`src/common/acgc_defs.vh`:
```
// Constants for the converter control block
`ifndef ACGC_DEFS_VH
`define ACGC_DEFS_VH
// Serial command opcode for a register write
`define ACGC_OP_WRITE 8'h08
// Register offsets for the channel configuration registers
`define ACGC_ADDR_PIN_FUNCTION 8'h01
`define ACGC_ADDR_DIRECTION 8'h02
`define ACGC_ADDR_OUTPUT_DRIVE 8'h03
`define ACGC_ADDR_OUTPUT_LEVEL 8'h04
// Reset values: every channel is an analog input
`define ACGC_RST_PIN_FUNCTION 8'h00
`define ACGC_RST_DIRECTION 8'h00
`define ACGC_RST_OUTPUT_DRIVE 8'h00
`define ACGC_RST_OUTPUT_LEVEL 8'h00
// Output append selection that adds the status flags
`define ACGC_OUTPUT_APPEND_SELECT 2'b10
// Status flag positions in the appended nibble
`define ACGC_STAT_CRC_ERR 3
`define ACGC_STAT_CAL_BUSY 2
`define ACGC_STAT_ALERT_HIGH 1
`define ACGC_STAT_ALERT_LOW 0
// Checksum polynomial x^8 + x^2 + x + 1, low terms
`define ACGC_CRC_POLY 8'h07
`define ACGC_CRC_INIT 8'h00
`endif

```
`src/rtl/acgc_crc8.v`:
```
// Per-byte checksum over one byte
`timescale 1ns/100ps
`include "acgc_defs.vh"
module acgc_crc8
(
  // Byte in, checksum out
  input wire [7:0] data_i,
  output reg [7:0] crc_o
);
  integer i;
  reg [7:0] c;
  always @*
  begin
    c = `ACGC_CRC_INIT;
    for (i = 7; i >= 0; i = i - 1)
    begin
      if (c[7] ^ data_i[i])
        c = {c[6:0], 1'b0} ^ `ACGC_CRC_POLY;
      else
        c = {c[6:0], 1'b0};
    end
    crc_o = c;
  end
endmodule

```
`src/rtl/acgc_average.v`:
```
// Averaging accumulator for conversion codes
`timescale 1ns/100ps
module acgc_average
(
  // Clock and reset
  input wire clk_i,
  input wire rst_b_i,
  // Sample stream
  input wire clear_i,
  input wire sample_i,
  input wire [11:0] code_i,
  input wire [2:0] averaging_ratio_i,
  // Averaged result
  output wire last_o,
  output reg done_o,
  output reg [15:0] result_o
);
  reg [18:0] sum;
  reg [7:0] count;
  wire [7:0] total;
  wire [18:0] new_sum;
  wire [22:0] scaled;
  assign total = (averaging_ratio_i == 3'h0) ? 8'h01 : (8'h01 << averaging_ratio_i);
  assign last_o = (count + 8'h01) == total;
  assign new_sum = sum + {7'h00, code_i};
  // Mean scaled so one step is a sixteenth of a converter code
  assign scaled = {new_sum, 4'h0} >> averaging_ratio_i;
  always @(posedge clk_i)
  begin
    if (!rst_b_i)
    begin
      sum <= 19'h00000;
      count <= 8'h00;
      done_o <= 1'b0;
      result_o <= 16'h0000;
    end
    else
    begin
      done_o <= 1'b0;
      if (clear_i)
      begin
        sum <= 19'h00000;
        count <= 8'h00;
      end
      else if (sample_i)
      begin
        if (last_o)
        begin
          sum <= 19'h00000;
          count <= 8'h00;
          result_o <= scaled[15:0];
          done_o <= 1'b1;
        end
        else
        begin
          sum <= new_sum;
          count <= count + 8'h01;
        end
      end
    end
  end
endmodule

```
`src/rtl/acgc_top.v`:
```
// Converter control: channels, averaging, calibration and checksummed serial port
`timescale 1ns/100ps
`include "acgc_defs.vh"
module acgc_top
(
  // Clock and reset
  input wire clk_i,
  input wire rst_b_i,
  // Serial link pins
  input wire cs_b_i,
  input wire sclk_i,
  input wire sdi_i,
  output reg sdo_o,
  output reg sdo_oe_o,
  // Configuration bits
  input wire crc_enable_i,
  input wire [2:0] averaging_ratio_i,
  input wire auto_mode_i,
  input wire [7:0] sequence_channel_mask_i,
  input wire checksum_error_interrupt_enable_i,
  input wire [1:0] output_append_select_i,
  input wire stop_on_error_i,
  input wire [11:0] high_threshold_i,
  input wire [11:0] low_threshold_i,
  // Calibration trigger and error clear, one-cycle writes of 1b
  input wire cal_trigger_i,
  input wire error_clear_i,
  // Manual conversion request
  input wire conv_request_i,
  input wire [2:0] conv_channel_i,
  // Converter core
  output reg adc_start_o,
  output reg [2:0] adc_channel_o,
  input wire adc_done_i,
  input wire [11:0] adc_code_i,
  output reg adc_cal_o,
  input wire adc_cal_done_i,
  // Status
  output reg cal_busy_o,
  output reg received_checksum_error_flag_o,
  output wire checksum_alert_o,
  output reg alert_high_o,
  output reg alert_low_o,
  output reg [15:0] result_o,
  output reg [2:0] result_channel_o,
  output reg result_valid_o,
  output reg [7:0] input_level_register_o,
  // Channel pins
  input wire [7:0] pin_i,
  output wire [7:0] pin_o,
  output wire [7:0] pin_oe_o
);
  localparam [3:0] ST_IDLE = 4'b0001;
  localparam [3:0] ST_CONV = 4'b0010;
  localparam [3:0] ST_WAIT = 4'b0100;
  localparam [3:0] ST_CAL = 4'b1000;

  reg [1:0] cs_s;
  reg [1:0] sclk_s;
  reg [1:0] sdi_s;
  reg [7:0] pin_m;
  reg [7:0] pin_s;
  reg sclk_d;
  reg cs_d;
  wire sclk_rise;
  wire sclk_fall;
  wire cs_fall;
  wire active;

  reg [7:0] pin_function;
  reg [7:0] direction;
  reg [7:0] output_drive_select;
  reg [7:0] output_level_register;

  reg [3:0] state;
  reg halted;
  reg [2:0] next_chan;
  reg next_found;
  integer k;
  reg [2:0] cand;
  wire avg_last;
  wire avg_done;
  wire [15:0] avg_result;
  wire avg_on;
  wire crc_error;

  reg [2:0] bit_cnt;
  reg [2:0] slot_cnt;
  reg [7:0] rx_sh;
  reg [7:0] rx_pend;
  reg [1:0] rx_idx;
  reg [7:0] rx_op;
  reg [7:0] rx_addr;
  reg frame_bad;
  reg [7:0] tx_sh;
  reg [23:0] tx_word;
  wire [7:0] rx_byte;
  wire [7:0] rx_crc;
  wire [7:0] tx_data;
  wire [7:0] tx_crc;
  reg [7:0] tx_load;
  wire [3:0] status;
  wire [23:0] out_word;

  assign sclk_rise = sclk_s[1] & ~sclk_d;
  assign sclk_fall = ~sclk_s[1] & sclk_d;
  assign cs_fall = ~cs_s[1] & cs_d;
  assign active = ~cs_s[1];
  assign avg_on = averaging_ratio_i != 3'h0;
  assign rx_byte = {rx_sh[6:0], sdi_s[1]};

  // Pin inputs through two flops
  always @(posedge clk_i)
  begin
    if (!rst_b_i)
    begin
      cs_s <= 2'b11;
      sclk_s <= 2'b00;
      sdi_s <= 2'b00;
      pin_m <= 8'h00;
      pin_s <= 8'h00;
      sclk_d <= 1'b0;
      cs_d <= 1'b1;
    end
    else
    begin
      cs_s <= {cs_s[0], cs_b_i};
      sclk_s <= {sclk_s[0], sclk_i};
      sdi_s <= {sdi_s[0], sdi_i};
      pin_m <= pin_i;
      pin_s <= pin_m;
      sclk_d <= sclk_s[1];
      cs_d <= cs_s[1];
    end
  end

  // Per-channel pin decode
  genvar g;
  generate
    for (g = 0; g < 8; g = g + 1)
    begin : gen_pin
      assign pin_oe_o[g] = pin_function[g] & direction[g] &
                           (output_drive_select[g] | ~output_level_register[g]);
      assign pin_o[g] = output_drive_select[g] & output_level_register[g];
    end
  endgenerate

  always @(posedge clk_i)
  begin
    if (!rst_b_i)
      input_level_register_o <= 8'h00;
    else
      input_level_register_o <= pin_s & pin_function;
  end

  // Next enabled analog channel after the current one
  always @*
  begin
    next_chan = adc_channel_o;
    next_found = 1'b0;
    cand = adc_channel_o;
    for (k = 7; k >= 1; k = k - 1)
    begin
      // Channel index wraps in three bits
      cand = adc_channel_o + k[2:0];
      if (sequence_channel_mask_i[cand] & ~pin_function[cand])
      begin
        next_chan = cand;
        next_found = 1'b1;
      end
    end
    if (!next_found)
      next_chan = adc_channel_o;
  end

  acgc_average u_average
  (
    .clk_i(clk_i),
    .rst_b_i(rst_b_i),
    .clear_i(state == ST_IDLE),
    .sample_i((state == ST_WAIT) & adc_done_i),
    .code_i(adc_code_i),
    .averaging_ratio_i(averaging_ratio_i),
    .last_o(avg_last),
    .done_o(avg_done),
    .result_o(avg_result)
  );

  // Conversion sequencing and calibration
  always @(posedge clk_i)
  begin
    if (!rst_b_i)
    begin
      state <= ST_IDLE;
      adc_start_o <= 1'b0;
      adc_channel_o <= 3'h0;
      adc_cal_o <= 1'b0;
      cal_busy_o <= 1'b0;
      halted <= 1'b0;
    end
    else
    begin
      adc_start_o <= 1'b0;
      if (cal_trigger_i)
        cal_busy_o <= 1'b1;
      if (!auto_mode_i)
        halted <= 1'b0;
      else if (stop_on_error_i & crc_error)
        halted <= 1'b1;
      case (state)
        ST_IDLE:
        begin
          if (cal_busy_o)
          begin
            adc_cal_o <= 1'b1;
            state <= ST_CAL;
          end
          else if (!auto_mode_i & conv_request_i)
          begin
            adc_channel_o <= conv_channel_i;
            state <= ST_CONV;
          end
          else if (auto_mode_i & ~halted & (sequence_channel_mask_i & ~pin_function) != 8'h00)
          begin
            adc_channel_o <= next_chan;
            state <= ST_CONV;
          end
        end
        ST_CONV:
        begin
          adc_start_o <= 1'b1;
          state <= ST_WAIT;
        end
        ST_WAIT:
        begin
          if (adc_done_i)
          begin
            if (avg_last)
              state <= ST_IDLE;
            else
              state <= ST_CONV;
          end
        end
        ST_CAL:
        begin
          if (adc_cal_done_i)
          begin
            // clear when finished, unless a trigger coincides
            adc_cal_o <= 1'b0;
            cal_busy_o <= cal_trigger_i;
            state <= ST_IDLE;
          end
        end
        default:
          state <= ST_IDLE;
      endcase
    end
  end

  // Result capture and threshold compare
  always @(posedge clk_i)
  begin
    if (!rst_b_i)
    begin
      result_o <= 16'h0000;
      result_channel_o <= 3'h0;
      result_valid_o <= 1'b0;
      alert_high_o <= 1'b0;
      alert_low_o <= 1'b0;
    end
    else
    begin
      result_valid_o <= avg_done;
      if (avg_done)
      begin
        result_o <= avg_result;
        result_channel_o <= adc_channel_o;
        alert_high_o <= avg_result[15:4] > high_threshold_i;
        alert_low_o <= avg_result[15:4] < low_threshold_i;
      end
    end
  end

  assign status = {received_checksum_error_flag_o, cal_busy_o, alert_high_o, alert_low_o};
  assign out_word = avg_on ?
    {result_o, (output_append_select_i == `ACGC_OUTPUT_APPEND_SELECT) ? status : 4'h0, 4'h0} :
    {result_o[15:4], (output_append_select_i == `ACGC_OUTPUT_APPEND_SELECT) ? status : 4'h0, 8'h00};

  acgc_crc8 u_rx_crc
  (
    .data_i(rx_pend),
    .crc_o(rx_crc)
  );
  assign tx_data = (slot_cnt[2:1] == 2'h0) ? tx_word[23:16] :
                   (slot_cnt[2:1] == 2'h1) ? tx_word[15:8] :
                   (slot_cnt[2:1] == 2'h2) ? tx_word[7:0] : 8'h00;
  acgc_crc8 u_tx_crc
  (
    .data_i(tx_data),
    .crc_o(tx_crc)
  );

  // Byte that follows on the line at each byte boundary
  always @*
  begin
    if (crc_enable_i)
      tx_load = slot_cnt[0] ? tx_crc : tx_data;
    else
      tx_load = (slot_cnt == 3'h0) ? tx_word[23:16] :
                (slot_cnt == 3'h1) ? tx_word[15:8] :
                (slot_cnt == 3'h2) ? tx_word[7:0] : 8'h00;
  end

  assign crc_error = active & sclk_rise & (bit_cnt == 3'h7) & crc_enable_i &
                     slot_cnt[0] & (rx_byte != rx_crc);
  assign checksum_alert_o = checksum_error_interrupt_enable_i & received_checksum_error_flag_o;

  // Serial frame receive, transmit and register writes
  always @(posedge clk_i)
  begin
    if (!rst_b_i)
    begin
      bit_cnt <= 3'h0;
      slot_cnt <= 3'h0;
      rx_sh <= 8'h00;
      rx_pend <= 8'h00;
      rx_idx <= 2'h0;
      rx_op <= 8'h00;
      rx_addr <= 8'h00;
      frame_bad <= 1'b0;
      tx_sh <= 8'h00;
      tx_word <= 24'h000000;
      sdo_o <= 1'b0;
      sdo_oe_o <= 1'b0;
      received_checksum_error_flag_o <= 1'b0;
      pin_function <= `ACGC_RST_PIN_FUNCTION;
      direction <= `ACGC_RST_DIRECTION;
      output_drive_select <= `ACGC_RST_OUTPUT_DRIVE;
      output_level_register <= `ACGC_RST_OUTPUT_LEVEL;
    end
    else
    begin
      sdo_oe_o <= active;
      // set wins, write of 1b clears
      received_checksum_error_flag_o <= crc_error |
        (received_checksum_error_flag_o & ~error_clear_i);
      if (!active)
      begin
        bit_cnt <= 3'h0;
        slot_cnt <= 3'h0;
        rx_idx <= 2'h0;
        frame_bad <= 1'b0;
      end
      if (cs_fall)
      begin
        tx_word <= out_word;
        tx_sh <= out_word[23:16];
        sdo_o <= out_word[23];
      end
      else if (active & sclk_fall)
      begin
        if (bit_cnt == 3'h0)
        begin
          tx_sh <= tx_load;
          sdo_o <= tx_load[7];
        end
        else
        begin
          tx_sh <= {tx_sh[6:0], 1'b0};
          sdo_o <= tx_sh[6];
        end
      end
      if (active & sclk_rise)
      begin
        rx_sh <= rx_byte;
        bit_cnt <= bit_cnt + 3'h1;
        if (bit_cnt == 3'h7)
        begin
          slot_cnt <= slot_cnt + 3'h1;
          if (crc_enable_i & ~slot_cnt[0])
            rx_pend <= rx_byte;
          else if (crc_error)
            frame_bad <= 1'b1;
          else if (!frame_bad)
          begin
            rx_idx <= rx_idx + 2'h1;
            if (rx_idx == 2'h0)
              rx_op <= crc_enable_i ? rx_pend : rx_byte;
            else if (rx_idx == 2'h1)
              rx_addr <= crc_enable_i ? rx_pend : rx_byte;
            else if (rx_idx == 2'h2 && rx_op == `ACGC_OP_WRITE &&
                     !received_checksum_error_flag_o)
            begin
              case (rx_addr)
                `ACGC_ADDR_PIN_FUNCTION: pin_function <= crc_enable_i ? rx_pend : rx_byte;
                `ACGC_ADDR_DIRECTION: direction <= crc_enable_i ? rx_pend : rx_byte;
                `ACGC_ADDR_OUTPUT_DRIVE: output_drive_select <= crc_enable_i ? rx_pend : rx_byte;
                `ACGC_ADDR_OUTPUT_LEVEL: output_level_register <= crc_enable_i ? rx_pend : rx_byte;
                default: pin_function <= pin_function;
              endcase
            end
          end
        end
      end
    end
  end
endmodule

```
`config.mk`:
```
export PLATFORM = sky130hd
export DESIGN_NAME = acgc_top
export DESIGN_NICKNAME = d
export VERILOG_FILES = /design/src/rtl/acgc_crc8.v /design/src/rtl/acgc_average.v /design/src/rtl/acgc_top.v
export VERILOG_INCLUDE_DIRS = /design/src /design/src/common
export SDC_FILE = /design/constraint.sdc
export NUM_CORES = 1
export LEC_CHECK = 0
export BUFFER_PORTS_ARGS = -buffer_cell sky130_fd_sc_hd__buf_2
export CAP_MARGIN = 20
export CORE_MARGIN = 2
export CORE_UTILIZATION = 54
export DETAILED_ROUTE_END_ITERATION = 6
export PLACE_DENSITY = 0.86
export SKIP_CTS_REPAIR_TIMING = 1
export SLEW_MARGIN = 20
export SYNTH_ARGS = -nofsm -noshare
export SYNTH_HDL_FRONTEND = slang
export SYNTH_SLANG_ARGS = --single-unit
```
`constraint.sdc`:
```
create_clock -name clk_i -period 2.65 [get_ports clk_i]
set_input_delay 0.265 -clock clk_i [delete_from_list [all_inputs] [get_ports clk_i]]
set_output_delay 0.265 -clock clk_i [all_outputs]
set_load 0.005 [all_outputs]
```
==> summary.md, run 1 <==
• **pin count of the biggest net entering global routing** 74
• **launch point of the worst reg-to-reg path** u_average.sum[0]
• **area delta synth->final** 23.1%
• **Critical Path Source** u_average.sum[0]
• **number of distinct library cells after synthesis** 79
• **required time of the worst setup path** 3.08 ns
• **routed vias** 11,851
• **max-cap check violation count** 0
• **number of enable-type register cells in the synthesized netlist** 0
• **Clk pwr share** 45.2%
• **maximum frequency from static timing analysis** 357 MHz
• **Final Max Slew Viols** 0
• **fraction of the cycle the final worst path needs** 106%
• **worst vdd ir** 0.484 mV
• **startpoint of the lowest-slack hold path** cal_trigger_i
• **number of nets in the final layout** 1,755
• **horizontal die dimension** 154 um
• **number of clock sinks** 211
• **status** finished with violations
• **clock latency reported for the late side of the worst-skew pair** 0.53 ns
• **aggregate global-route resource usage** 27.5%
• **number of DRC markers in iteration 0** 906
• **CP Data Arrival Time** 3.23 ns
• **total standard cell area after synthesis** 12,100 um^2
• **biggest area consumer among synthesized cells** sky130_fd_sc_hd__dfxtp_1
• **async set-or-reset flop fraction in the synthesized netlist** 0%
• **Commonest cells post-synth** sky130_fd_sc_hd__dfxtp_1, sky130_fd_sc_hd__nand2_1, sky130_fd_sc_hd__nor2_1
• **Fin Hold WS** -0.0144 ns
• **Seq cells post-synth** 211
• **post-synth top area share** 34.9%
• **number of setup violations in the final report** 8
• **type of the worst setup path** flip-flop to flip-flop
• **number of hold violations in the final report** 1
• **fraction of power consumed by sequential logic** 41.1%
• **total leakage power** 6.46 nW
• **ANT nets after route** 0
• **via count of the first global-routing pass** 11,075
• **average cell area after synthesis** 8.38 um^2
• **Switching Fraction** 25.7%
• **unrepaired setup endpoints after global routing** true
• **Setup Total Neg Slack** -0.538 ns
• **Worst Slack Setup Final** -0.150 ns
• **critical path startpoint category** flip-flop
• **most frequent cell after synthesis** sky130_fd_sc_hd__dfxtp_1
• **floorplan die height** 154 um
• **number of instances in the synthesized netlist** 1,444
• **library cell used as clock root buffer** sky130_fd_sc_hd__clkbuf_16
• **wire length of the first global-routing pass** 54,400 um
• **fraction of final layout cells with drive strength greater than 1** 23.8%
• **area of all placed cells without fillers** 14,900 um^2
• **final WL** 36,100 um
• **average wire per standard cell** 18.7 um
• **synthesized net count** 1,567
• **time the worst path needs with I/O delays and setup** 2.80 ns
• **first-pass iteration count of the detailed router** 5
• **Logic pwr share** 13.8%
• **count of standard-cell rows** 54
• **maximum fanout along the worst path** 4
• **flip-flop cell with the highest count after synthesis** sky130_fd_sc_hd__dfxtp_1
• **GP Congestion** 0.919
• **number of primary I/O pins** 130
• **area post-placement** 13,500 um^2
• **hold crit path type** input pin to flip-flop
• **top cells by area, synth** sky130_fd_sc_hd__dfxtp_1, sky130_fd_sc_hd__mux2i_1, sky130_fd_sc_hd__nand2_1
• **transition at the pin with the smallest max-transition slack** 1.08 ns
• **number of port buffers** 129
• **TritonCTS clock tree** yes
• **overall power consumption** 7.94 mW
• **DIE AREA** 23,600 um^2
• **Seq/Total Area, Yosys** 34.9%
• **number of buffers created by CTS** 24
• **violated checks** negative hold slack, negative setup slack
• **htree depth** 1
• **leftover overflow at the end of global routing** 0
• **post-DP HPWL** 24,200 um
• **worst setup skew after layout** 0.0146 ns
• **buffer depth of the longest clock path** 3
• **total power divided by cell area** 533 nW/um^2
• **sw power** 2.04 mW
• **Via density** 6.14
• **yosys warns** 0
• **cell internal pwr** 5.90 mW
• **element type at the critical path end** flip-flop
• **initial core utilization** 55.3%
• **Worst slew margin** 27.2%
• **number of design rule violations left after detail routing** 0
• **pre-CTS setup slack** -0.264 ns
• **CORE AREA** 21,900 um^2
• **clock transition at the registers of the reported paths** 0.06 ns
• **antenna violations before repair** 2
-- sequential cells by signal, summed over array words and instances, names as in the netlist, 16 cells and up --
register	count
result_o	16
tx_word	20
u_average.result_o	16
u_average.sum	19
-- layout by cell type, fill, tap and decap left out, types with 10 or more instances in the layout --
master,count
sky130_fd_sc_hd__dfxtp_1,205
sky130_fd_sc_hd__mux2_2,20
sky130_fd_sc_hd__a311oi_1,11
sky130_fd_sc_hd__a31oi_1,11
sky130_fd_sc_hd__nand3_1,28
sky130_fd_sc_hd__nor2_1,135
sky130_fd_sc_hd__ha_1,41
sky130_fd_sc_hd__xnor2_1,30
sky130_fd_sc_hd__buf_4,112
sky130_fd_sc_hd__inv_1,64
sky130_fd_sc_hd__a21oi_1,102
sky130_fd_sc_hd__xor2_1,19
sky130_fd_sc_hd__dlygate4sd3_1,11
sky130_fd_sc_hd__and3_1,13
sky130_fd_sc_hd__nand2_1,176
sky130_fd_sc_hd__o211ai_1,12
sky130_fd_sc_hd__o21ai_0,53
sky130_fd_sc_hd__mux2i_1,107
sky130_fd_sc_hd__nor2b_1,17
sky130_fd_sc_hd__a21o_1,17
sky130_fd_sc_hd__nand4_1,10
sky130_fd_sc_hd__and2_1,34
sky130_fd_sc_hd__nor3_1,27
sky130_fd_sc_hd__buf_2,128
sky130_fd_sc_hd__mux4_2,14
sky130_fd_sc_hd__nand2b_1,20
sky130_fd_sc_hd__clkbuf_16,24
-- worst max-delay path, stage by stage (launching register included) --
cell,delay (ns)
sky130_fd_sc_hd__dfxtp_2,0.35
sky130_fd_sc_hd__ha_4,0.15
sky130_fd_sc_hd__inv_2,0.04
sky130_fd_sc_hd__fa_2,0.35
sky130_fd_sc_hd__nor2b_2,0.16
sky130_fd_sc_hd__o31a_1,0.33
sky130_fd_sc_hd__o22ai_4,0.16
sky130_fd_sc_hd__xor2_2,0.18
sky130_fd_sc_hd__mux4_2,0.50
sky130_fd_sc_hd__or2_4,0.25
sky130_fd_sc_hd__a311oi_1,0.24
-- stage by stage --
stage	util [%]	hold slack, ns	instances
4_1_cts	65.5	-0.0882	1910
6_report	68.0	-0.0144	1931
5_1_grt	68.0	0.0199	1931
3_3_place_gp	61.6	0.394	1867
3_5_place_dp	61.6	0.412	1867
2_1_floorplan	-	0.366	1444
-- power by group through the flow --
stage                     sequential, mW  clock [mW]  combinational [mW]
after detailed placement            3.33           0               0.980
after CTS                           3.26        3.58               0.989
after global placement              3.32           0               0.951
after floorplan                     3.31           0               0.675
final                               3.26        3.58                1.09
after global routing                3.26        3.73                1.18
-- metal layers --
| metal | global-route usage [%] | vias up | wire length (um) |
|---|---|---|---|
| li1 | - | 5466 | - |
| met1 | 34.6 | 5623 | 14200 |
| met4 | 11.3 | 0 | 1870 |
| met2 | 47.0 | 603 | 17200 |
| met5 | 0 | - | 0 |
| met3 | 4.26 | 159 | 2890 |
-- final timing paths --
kind | end | slack (ns) | depth (start not counted)
setup / recovery | u_average.result_o[5] | -0.15 | 10
setup reg to reg | u_average.result_o[5] | -0.15 | 10
hold / removal | cal_busy_o | -0.01 | 3
hold reg to reg | cs_s[1] | 0.42 | 1
-- cell families after synthesis --
kind of cell,share of synthesized area [%]
mux,13.7
xor+xnor,4.10
compound gates,16.3
simple gates,20.4
flops,34.9
fa+ha+maj,5.13
buf+inv,5.47
-- final cells by class --
class                      instances  area (um^2)
sequential                       211         4230
antenna                            2         5.00
fill                            1592         7000
clock inverter                    10          170
clock buffer                      33          684
tap                              280          350
timing repair buffer             253         1620
multi-input combinational       1074         7570
inverter                          68          258
Power figures use the tool's default switching activity.
==> run 2: changes to the inputs <==
--- a/config.mk
+++ b/config.mk
@@ -6,12 +6,15 @@
 export SDC_FILE = /design/constraint.sdc
 export NUM_CORES = 1
 export LEC_CHECK = 0
+export ABC_AREA = 1
 export BUFFER_PORTS_ARGS = -buffer_cell sky130_fd_sc_hd__buf_2
 export CAP_MARGIN = 20
 export CORE_MARGIN = 2
 export CORE_UTILIZATION = 54
 export DETAILED_ROUTE_END_ITERATION = 6
 export PLACE_DENSITY = 0.86
+export RECOVER_POWER = 50
+export REMOVE_ABC_BUFFERS = 1
 export SKIP_CTS_REPAIR_TIMING = 1
 export SLEW_MARGIN = 20
 export SYNTH_ARGS = -nofsm -noshare
==> summary.md, run 2 <==
• **status** finished with violations
• **violated checks** negative hold slack
• **wire length of the first global-routing pass** 53,300 um, -1.9%
• **element type at the critical path end** flip-flop
• **initial core utilization** 54.6%, -0.69 points
• **hold-critical path endpoint** cal_busy_o
• **pre-CTS setup slack** 0.224 ns, +0.488 ns
• **via count of the first global-routing pass** 11,239, +1.5%
• **floorplan die height** 155 um, +0.58%
• **max-cap check violation count** 0, unchanged
• **leading cell type in the layout, fill and taps excluded** sky130_fd_sc_hd__nand2_1
• **hold crit path type** input pin to flip-flop
• **Logic pwr share** 20.5%, +6.7 points
• **total leakage power** 6.55 nW, +1.4%
• **Switching Fraction** 30.1%, +4.4 points
• **non-filler instance count after layout** 2,269, +18%
• **cell internal pwr** 5.70 mW, -3.3%
• **Seq cells post-synth** 211, unchanged
• **area delta synth->final** 13.2%
• **CORE AREA** 22,400 um^2, +2.5%
• **CP Data Arrival Time** 2.81 ns, -0.42 ns
• **number of enable-type register cells in the synthesized netlist** 0, unchanged
• **antenna violations before repair** 1, -1
• **aggregate global-route resource usage** 26.6%, -0.84 points
• **transition at the pin with the smallest max-transition slack** 0.964 ns, -0.113 ns
• **average cell area after synthesis** 6.59 um^2, -21%
• **maximum frequency from static timing analysis** 416 MHz, +16%
• **type of the worst setup path** flip-flop to flip-flop
• **Critical Path Source** u_average.sum[0]
• **length in cells of the worst reg-to-reg path** 16, +6
• **number of hold violations in the final report** 1, unchanged
• **Critical Path Max Stage Delay** 0.42 ns, -0.08 ns
• **number of clock sinks** 211, unchanged
• **DP Cell Count** 2,217, +19%
• **maximum fanout along the worst path** 4, unchanged
• **average wire per standard cell** 14.4 um, -23%
• **worst-path cell chain** ha_1 -> inv_1 -> fa_1 -> nand3b_1 -> nand2_2 -> nand2_1 -> nand2_1 -> inv_1 -> o21ai_0 -> nand2_1 -> nand3_1 -> nand3_1 -> nand3_1 -> nand2_1 -> nor2_1 -> nor2_1
• **fraction of power consumed by sequential logic** 40.2%, -0.9 points
• **yosys warns** 0, unchanged
• **sw power** 2.45 mW, +20%
• **flip-flop and latch area** 4220 um^2, -0.18%
• **ANT nets after route** 0, unchanged
• **time the worst path needs with I/O delays and setup** 2.40 ns, -0.396 ns
• **Worst Slack Setup Final** 0.246 ns, +0.396 ns
• **number of DRC markers in iteration 0** 896, -1.1%
• **Fin Hold WS** -0.00794 ns, +0.00647 ns
• **TritonCTS clock tree** yes
• **startpoint of the lowest-slack hold path** cal_trigger_i
• **worst setup skew after layout** 0.00939 ns, -0.00520 ns
• **Final Max Slew Viols** 0, unchanged
• **library cell appearing most often on the critical path** sky130_fd_sc_hd__nand2_1
• **fraction of the cycle the final worst path needs** 90.7%, -15 points
• **capturing point of the worst reg2reg path** u_average.result_o[12]
• **Seq/Total Area, Yosys** 34.5%, -0.41 points
• **cell with the largest stage delay on the worst path** sky130_fd_sc_hd__fa_1
• **biggest area consumer among synthesized cells** sky130_fd_sc_hd__dfxtp_1
• **routed vias** 12,357, +4.3%
• **leftover overflow at the end of global routing** 0, unchanged
• **Setup Total Neg Slack** 0 ns, +0.538 ns
• **critical path startpoint category** flip-flop
• **post-synth top area share** 34.5%, -0.41 points
• **buffer depth of the longest clock path** 3, unchanged
• **Hold Crit Depth** 3, unchanged
• **top cells by area, synth** sky130_fd_sc_hd__dfxtp_1, sky130_fd_sc_hd__nand2_1, sky130_fd_sc_hd__inv_1
• **total standard cell area after synthesis** 12,200 um^2, +1.2%
• **flip-flop cell with the highest count after synthesis** sky130_fd_sc_hd__dfxtp_1
• **Via density** 5.45, -11%
• **count of standard-cell rows** 55, +1.9%
• **number of nets in the final layout** 2,093, +19%
• **Clk pwr share** 39.3%, -5.9 points
• **post-layout utilization of the core** 61.8%, -6.3 points
• **pin count of the biggest net entering global routing** 86, +16%
• **r2r setup slk** 0.25 ns, +0.40 ns
• **required time of the worst setup path** 3.06 ns, -0.02 ns
• **async set-or-reset flop fraction in the synthesized netlist** 0%, unchanged
• **DIE AREA** 23,900 um^2, +1.2%
• **total power divided by cell area** 588 nW/um^2, +10%
• **clock transition at the registers of the reported paths** 0.06 ns, about the same
• **horizontal die dimension** 155 um, +0.58%
• **library cell used as clock root buffer** sky130_fd_sc_hd__clkbuf_16
• **register ranked first by flip-flop count** tx_word
• **number of design rule violations left after detail routing** 0, unchanged
• **clock latency reported for the late side of the worst-skew pair** 0.52 ns, about the same
• **number of fill cells** 2,072, +30%
• **Worst slew margin** 35.7%, +8.5 points
• **number of buffers created by CTS** 24, unchanged
• **top flop regs** tx_word (20), u_average.sum (19)
• **number of primary I/O pins** 130, unchanged
• **post-DP HPWL** 24,000 um, -0.99%
• **most frequent cell after synthesis** sky130_fd_sc_hd__nand2_1
• **Commonest cells post-synth** sky130_fd_sc_hd__nand2_1, sky130_fd_sc_hd__inv_1, sky130_fd_sc_hd__dfxtp_1
• **worst vdd ir** 0.336 mV, -31%
• **first-pass iteration count of the detailed router** 5, unchanged
• **launch point of the worst reg-to-reg path** u_average.sum[0]
• **area used by multi-input combinational logic** 6680 um^2, -12%
• **unrepaired setup endpoints after global routing** false
• **number of instances in the synthesized netlist** 1,857, +29%
• **number of port buffers** 129, unchanged
• **GP Congestion** 0.964, +4.9%
• **top library cells by usage in the layout, fill and taps aside** sky130_fd_sc_hd__nand2_1, sky130_fd_sc_hd__inv_1, sky130_fd_sc_hd__dfxtp_1
• **number of setup violations in the final report** 0, -8
• **final WL** 32,700 um, -9.4%
• **number of flip-flops under the largest register name** 20, unchanged
• **htree depth** 1, unchanged
• **fraction of final layout cells with drive strength greater than 1** 10.9%, -13 points
• **number of distinct library cells after synthesis** 56, -29%
-- run 2: cell count changes in the layout (fill, tap and decap cells not counted), sizes merged, moves of 38 or more --
cell / previous run / this run
nand3: 32 / 161
nor2: 136 / 174
mux2i: 109 / 3
nand2: 178 / 485
buf: 242 / 122
o21ai: 56 / 150
a21oi: 108 / 162
inv: 69 / 240
-- run 2: logic make-up after synthesis --
group | Yosys count | share of synthesized area, %
flip-flops | 211 | 34.5
multiplexers | 3 | 0.245
adder cells (fa/ha/maj) | 49 | 5.07
buffers and inverters | 325 | 11.0
XOR/XNOR | 30 | 2.15
AO/OA/AOI/OAI | 370 | 16.4
AND/OR/NAND/NOR | 869 | 30.7
-- run 2: critical path: cells and delay by family, from the launching register on --
family	cells	cell delay (ns)
flip-flops	1	0.33
AND/OR/NAND/NOR	11	1.12
adder cells (fa/ha/maj)	2	0.58
buffers and inverters	2	0.11
AO/OA/AOI/OAI	1	0.14
-- run 2: final cells by class --
class / count / share of cell area, %
clock buffer: 33 / 5.02
antenna: 1 / 0.0181
inverter: 244 / 6.63
sequential: 211 / 30.5
timing repair buffer: 168 / 6.67
tap: 285 / 2.57
clock inverter: 6 / 0.397
multi-input combinational: 1321 / 48.2
-- run 2: per-layer routing --
metal | GRT usage [%] | share of wire [%] | vias to the layer above
met3 | 3.98 | 6.3 | 76
met5 | 0 | 0 | -
li1 | - | - | 6235
met4 | 9.08 | 3.1 | 0
met1 | 33.7 | 43 | 5639
met2 | 46.5 | 48 | 407
-- run 2: stage by stage --
step                      area, um^2  power [mW]
after floorplan                11800        4.48
after detailed placement       13000        4.96
final                          13900        8.15
after CTS                      13800        8.14
after global placement         13000        4.93
after global routing           13900        8.54
-- run 2: worst max path at each step --
stage / end / slack (ns)
after floorplan: adc_channel_o[1] / -0.45
after global placement: u_average.result_o[12] / 0.28
after detailed placement: u_average.result_o[12] / 0.22
after CTS: u_average.result_o[12] / 0.23
after global routing: u_average.result_o[13] / 0.02
final: u_average.result_o[12] / 0.25
-- run 2: power by group through the flow --
stage / clock, mW / combinational [mW] / sequential (mW)
final: 3.21 / 1.67 / 3.27
after global routing: 3.37 / 1.89 / 3.28
after CTS: 3.23 / 1.63 / 3.27
after detailed placement: 0 / 1.62 / 3.34
after global placement: 0 / 1.59 / 3.34
after floorplan: 0 / 1.11 / 3.37
==> run 3: changes to the inputs <==
--- a/config.mk
+++ b/config.mk
@@ -10,11 +10,10 @@
 export BUFFER_PORTS_ARGS = -buffer_cell sky130_fd_sc_hd__buf_2
 export CAP_MARGIN = 20
 export CORE_MARGIN = 2
-export CORE_UTILIZATION = 54
+export CORE_UTILIZATION = 45
 export DETAILED_ROUTE_END_ITERATION = 6
-export PLACE_DENSITY = 0.86
+export PLACE_DENSITY = 0.75
 export RECOVER_POWER = 50
-export REMOVE_ABC_BUFFERS = 1
 export SKIP_CTS_REPAIR_TIMING = 1
 export SLEW_MARGIN = 20
 export SYNTH_ARGS = -nofsm -noshare
==> summary.md, run 3 (synthesized netlist as in run 2, its figures left out) <==
• **number of flip-flops under the largest register name** 20, unchanged
• **post-layout utilization of the core** 52.5%, -9.2 points
• **DIE AREA** 28,500 um^2, +19%
• **Fin Hold WS** 0.00170 ns, +0.00964 ns
• **overall power consumption** 8.65 mW, +6.1%
• **transition at the pin with the smallest max-transition slack** 1.29 ns, +0.329 ns
• **number of setup violations in the final report** 0, unchanged
• **fraction of the cycle the final worst path needs** 91.7%, +0.97 points
• **buffer depth of the longest clock path** 3, unchanged
• **total power divided by cell area** 614 nW/um^2, +4.4%
• **cell with the largest stage delay on the worst path** sky130_fd_sc_hd__fa_1
• **ANT nets after route** 0, unchanged
• **hold crit path type** input pin to flip-flop
• **post-DP HPWL** 24,800 um, +3.3%
• **CORE AREA** 26,800 um^2, +19%
• **total leakage power** 6.60 nW, +0.81%
• **Logic pwr share** 19.4%, -1.1 points
• **number of port buffers** 129, unchanged
• **floorplan die height** 169 um, +9.3%
• **number of DRC markers in iteration 0** 745, -17%
• **Critical Path Source** u_average.sum[0]
• **area delta synth->final** 15.0%
• **Buf/Inv on CP** 1, -1
• **antenna violations before repair** 0, -1
• **first-pass iteration count of the detailed router** 5, unchanged
• **top flop regs** tx_word (20), u_average.sum (19)
• **library cell used as clock root buffer** sky130_fd_sc_hd__clkbuf_16
• **CP Data Arrival Time** 2.85 ns, +0.04 ns
• **Via density** 5.24, -3.8%
• **number of hold violations in the final report** 0, -1
• **maximum frequency from static timing analysis** 412 MHz, -1.1%
• **library cell appearing most often on the critical path** sky130_fd_sc_hd__o21ai_0
• **leftover overflow at the end of global routing** 0, unchanged
• **top library cells by usage in the layout, fill and taps aside** sky130_fd_sc_hd__nand2_1, sky130_fd_sc_hd__inv_1, sky130_fd_sc_hd__dfxtp_1
• **pin count of the biggest net entering global routing** 106, +23%
• **number of fill cells** 2,581, +25%
• **via count of the first global-routing pass** 11,246, +0.062%
• **clock latency reported for the late side of the worst-skew pair** 0.51 ns, about the same
• **maximum fanout along the worst path** 4, unchanged
• **horizontal die dimension** 169 um, +9.3%
• **number of nets in the final layout** 2,094, +0.048%
• **TritonCTS clock tree** yes
• **required time of the worst setup path** 3.07 ns, about the same
• **antenna cells** 0, -1
• **fraction of power consumed by sequential logic** 37.8%, -2.4 points
• **Critical Path Max Stage Delay** 0.42 ns, about the same
• **wire length of the first global-routing pass** 53,800 um, +0.92%
• **number of design rule violations left after detail routing** 0, unchanged
• **Hold Crit Depth** 3, unchanged
• **element type at the critical path end** flip-flop
• **number of clock sinks** 211, unchanged
• **final WL** 33,400 um, +2.1%
• **number of primary I/O pins** 130, unchanged
• **startpoint of the lowest-slack hold path** stop_on_error_i
• **pre-CTS setup slack** 0.224 ns, +0.000823 ns
• **number of buffers created by CTS** 24, unchanged
• **leading cell type in the layout, fill and taps excluded** sky130_fd_sc_hd__nand2_1
• **DP Cell Count** 2,274, +2.6%
• **critical path startpoint category** flip-flop
• **length in cells of the worst reg-to-reg path** 12, -4
• **count of standard-cell rows** 60, +9.1%
• **number of gates on the worst path with buffers counted** 12, -4
• **status** complete, no violations
• **Final Max Slew Viols** 0, unchanged
• **synthesized net count** 1,980
• **average wire per standard cell** 14.3 um, -0.54%
• **initial core utilization** 45.7%, -8.9 points
• **htree depth** 1, unchanged
• **worst setup skew after layout** 0.0128 ns, +0.00336 ns
• **Switching Fraction** 29.1%, -0.94 points
• **Worst Slack Setup Final** 0.220 ns, -0.0258 ns
• **routed vias** 12,202, -1.3%
• **aggregate global-route resource usage** 22.7%, -3.9 points
• **clock transition at the registers of the reported paths** 0.06 ns, about the same
• **sw power** 2.52 mW, +2.7%
• **fraction of final layout cells with drive strength greater than 1** 11.1%, +0.17 points
• **GP Congestion** 0.980, +1.6%
• **Worst slew margin** 13.8%, -22 points
• **launch point of the worst reg-to-reg path** u_average.sum[0]
• **register ranked first by flip-flop count** tx_word
• **cell internal pwr** 6.13 mW, +7.5%
• **Clk pwr share** 42.8%, +3.5 points
• **worst-path cell chain** ha_1 -> inv_1 -> fa_1 -> nand3b_1 -> nand2_2 -> nand2_1 -> nand2_1 -> xor2_1 -> o21ai_0 -> o21ai_0 -> o21ai_0 -> a21oi_1
• **non-filler instance count after layout** 2,330, +2.7%
• **time the worst path needs with I/O delays and setup** 2.43 ns, +0.0258 ns
• **cell family with the largest share of critical-path delay** compound AO/OA/AOI/OAI gates
• **max-cap check violation count** 0, unchanged
• **type of the worst setup path** flip-flop to flip-flop
• **worst vdd ir** 0.432 mV, +29%
## run 3: cell count changes in the layout (fill, tap and decap cells not counted), moves of 3 or more
cell                        change
sky130_fd_sc_hd__clkbuf_8       +4
sky130_fd_sc_hd__inv_1          +3
sky130_fd_sc_hd__inv_2          -3
sky130_fd_sc_hd__bufinv_16      +3
sky130_fd_sc_hd__clkinv_2       -3
sky130_fd_sc_hd__clkbuf_1       -3
sky130_fd_sc_hd__clkbuf_2       -4
sky130_fd_sc_hd__buf_2          +4
## run 3: cell type report
| cell class | count | area [um^2] | area share [%] |
|---|---|---|---|
| Tap cell | 341 | 427 | 3.03 |
| Clock inverter | 10 | 163 | 1.16 |
| Sequential cell | 211 | 4220 | 30.0 |
| Multi-Input combinational cell | 1321 | 6660 | 47.3 |
| Inverter | 244 | 918 | 6.52 |
| Timing Repair Buffer | 169 | 945 | 6.71 |
| Clock buffer | 34 | 739 | 5.25 |
## run 3: path summary, 6_finish.rpt
check / to / slack [ns]
max: u_average.result_o[4] / 0.22
min: halted / 0.002
max reg2reg: u_average.result_o[4] / 0.22
min reg2reg: pin_s[2] / 0.41
## run 3: power groups by stage
stage	combinational, mW	clock, mW	sequential [mW]
detailed placement	1.64	0	3.34
global placement	1.64	0	3.34
global route	1.89	3.89	3.27
floorplan	1.24	0	3.33
finish	1.68	3.70	3.27
CTS	1.65	3.75	3.27
## run 3: tightest hold or removal path: stages
cell and delay (ns):
sky130_fd_sc_hd__buf_2 0.10, sky130_fd_sc_hd__nand2_1 0.06, sky130_fd_sc_hd__a21oi_1 0.05
## run 3: routing by layer
layer	wire length [um]	vias to the layer above	part of all wire [%]	GRT usage (%)
li1	-	6244	-	-
met1	14600	5547	44	28.9
met2	15900	334	48	39.6
met3	1860	77	5.6	2.90
met4	1040	0	3.1	7.83
met5	0	-	0	0
## run 3: per-stage QoR
step                cell area, um^2  TNS, ns
global route                  14100  -0.0199
detailed placement            13100        0
global placement              13100        0
CTS                           14000        0
floorplan                     12200        0
finish                        14100        0
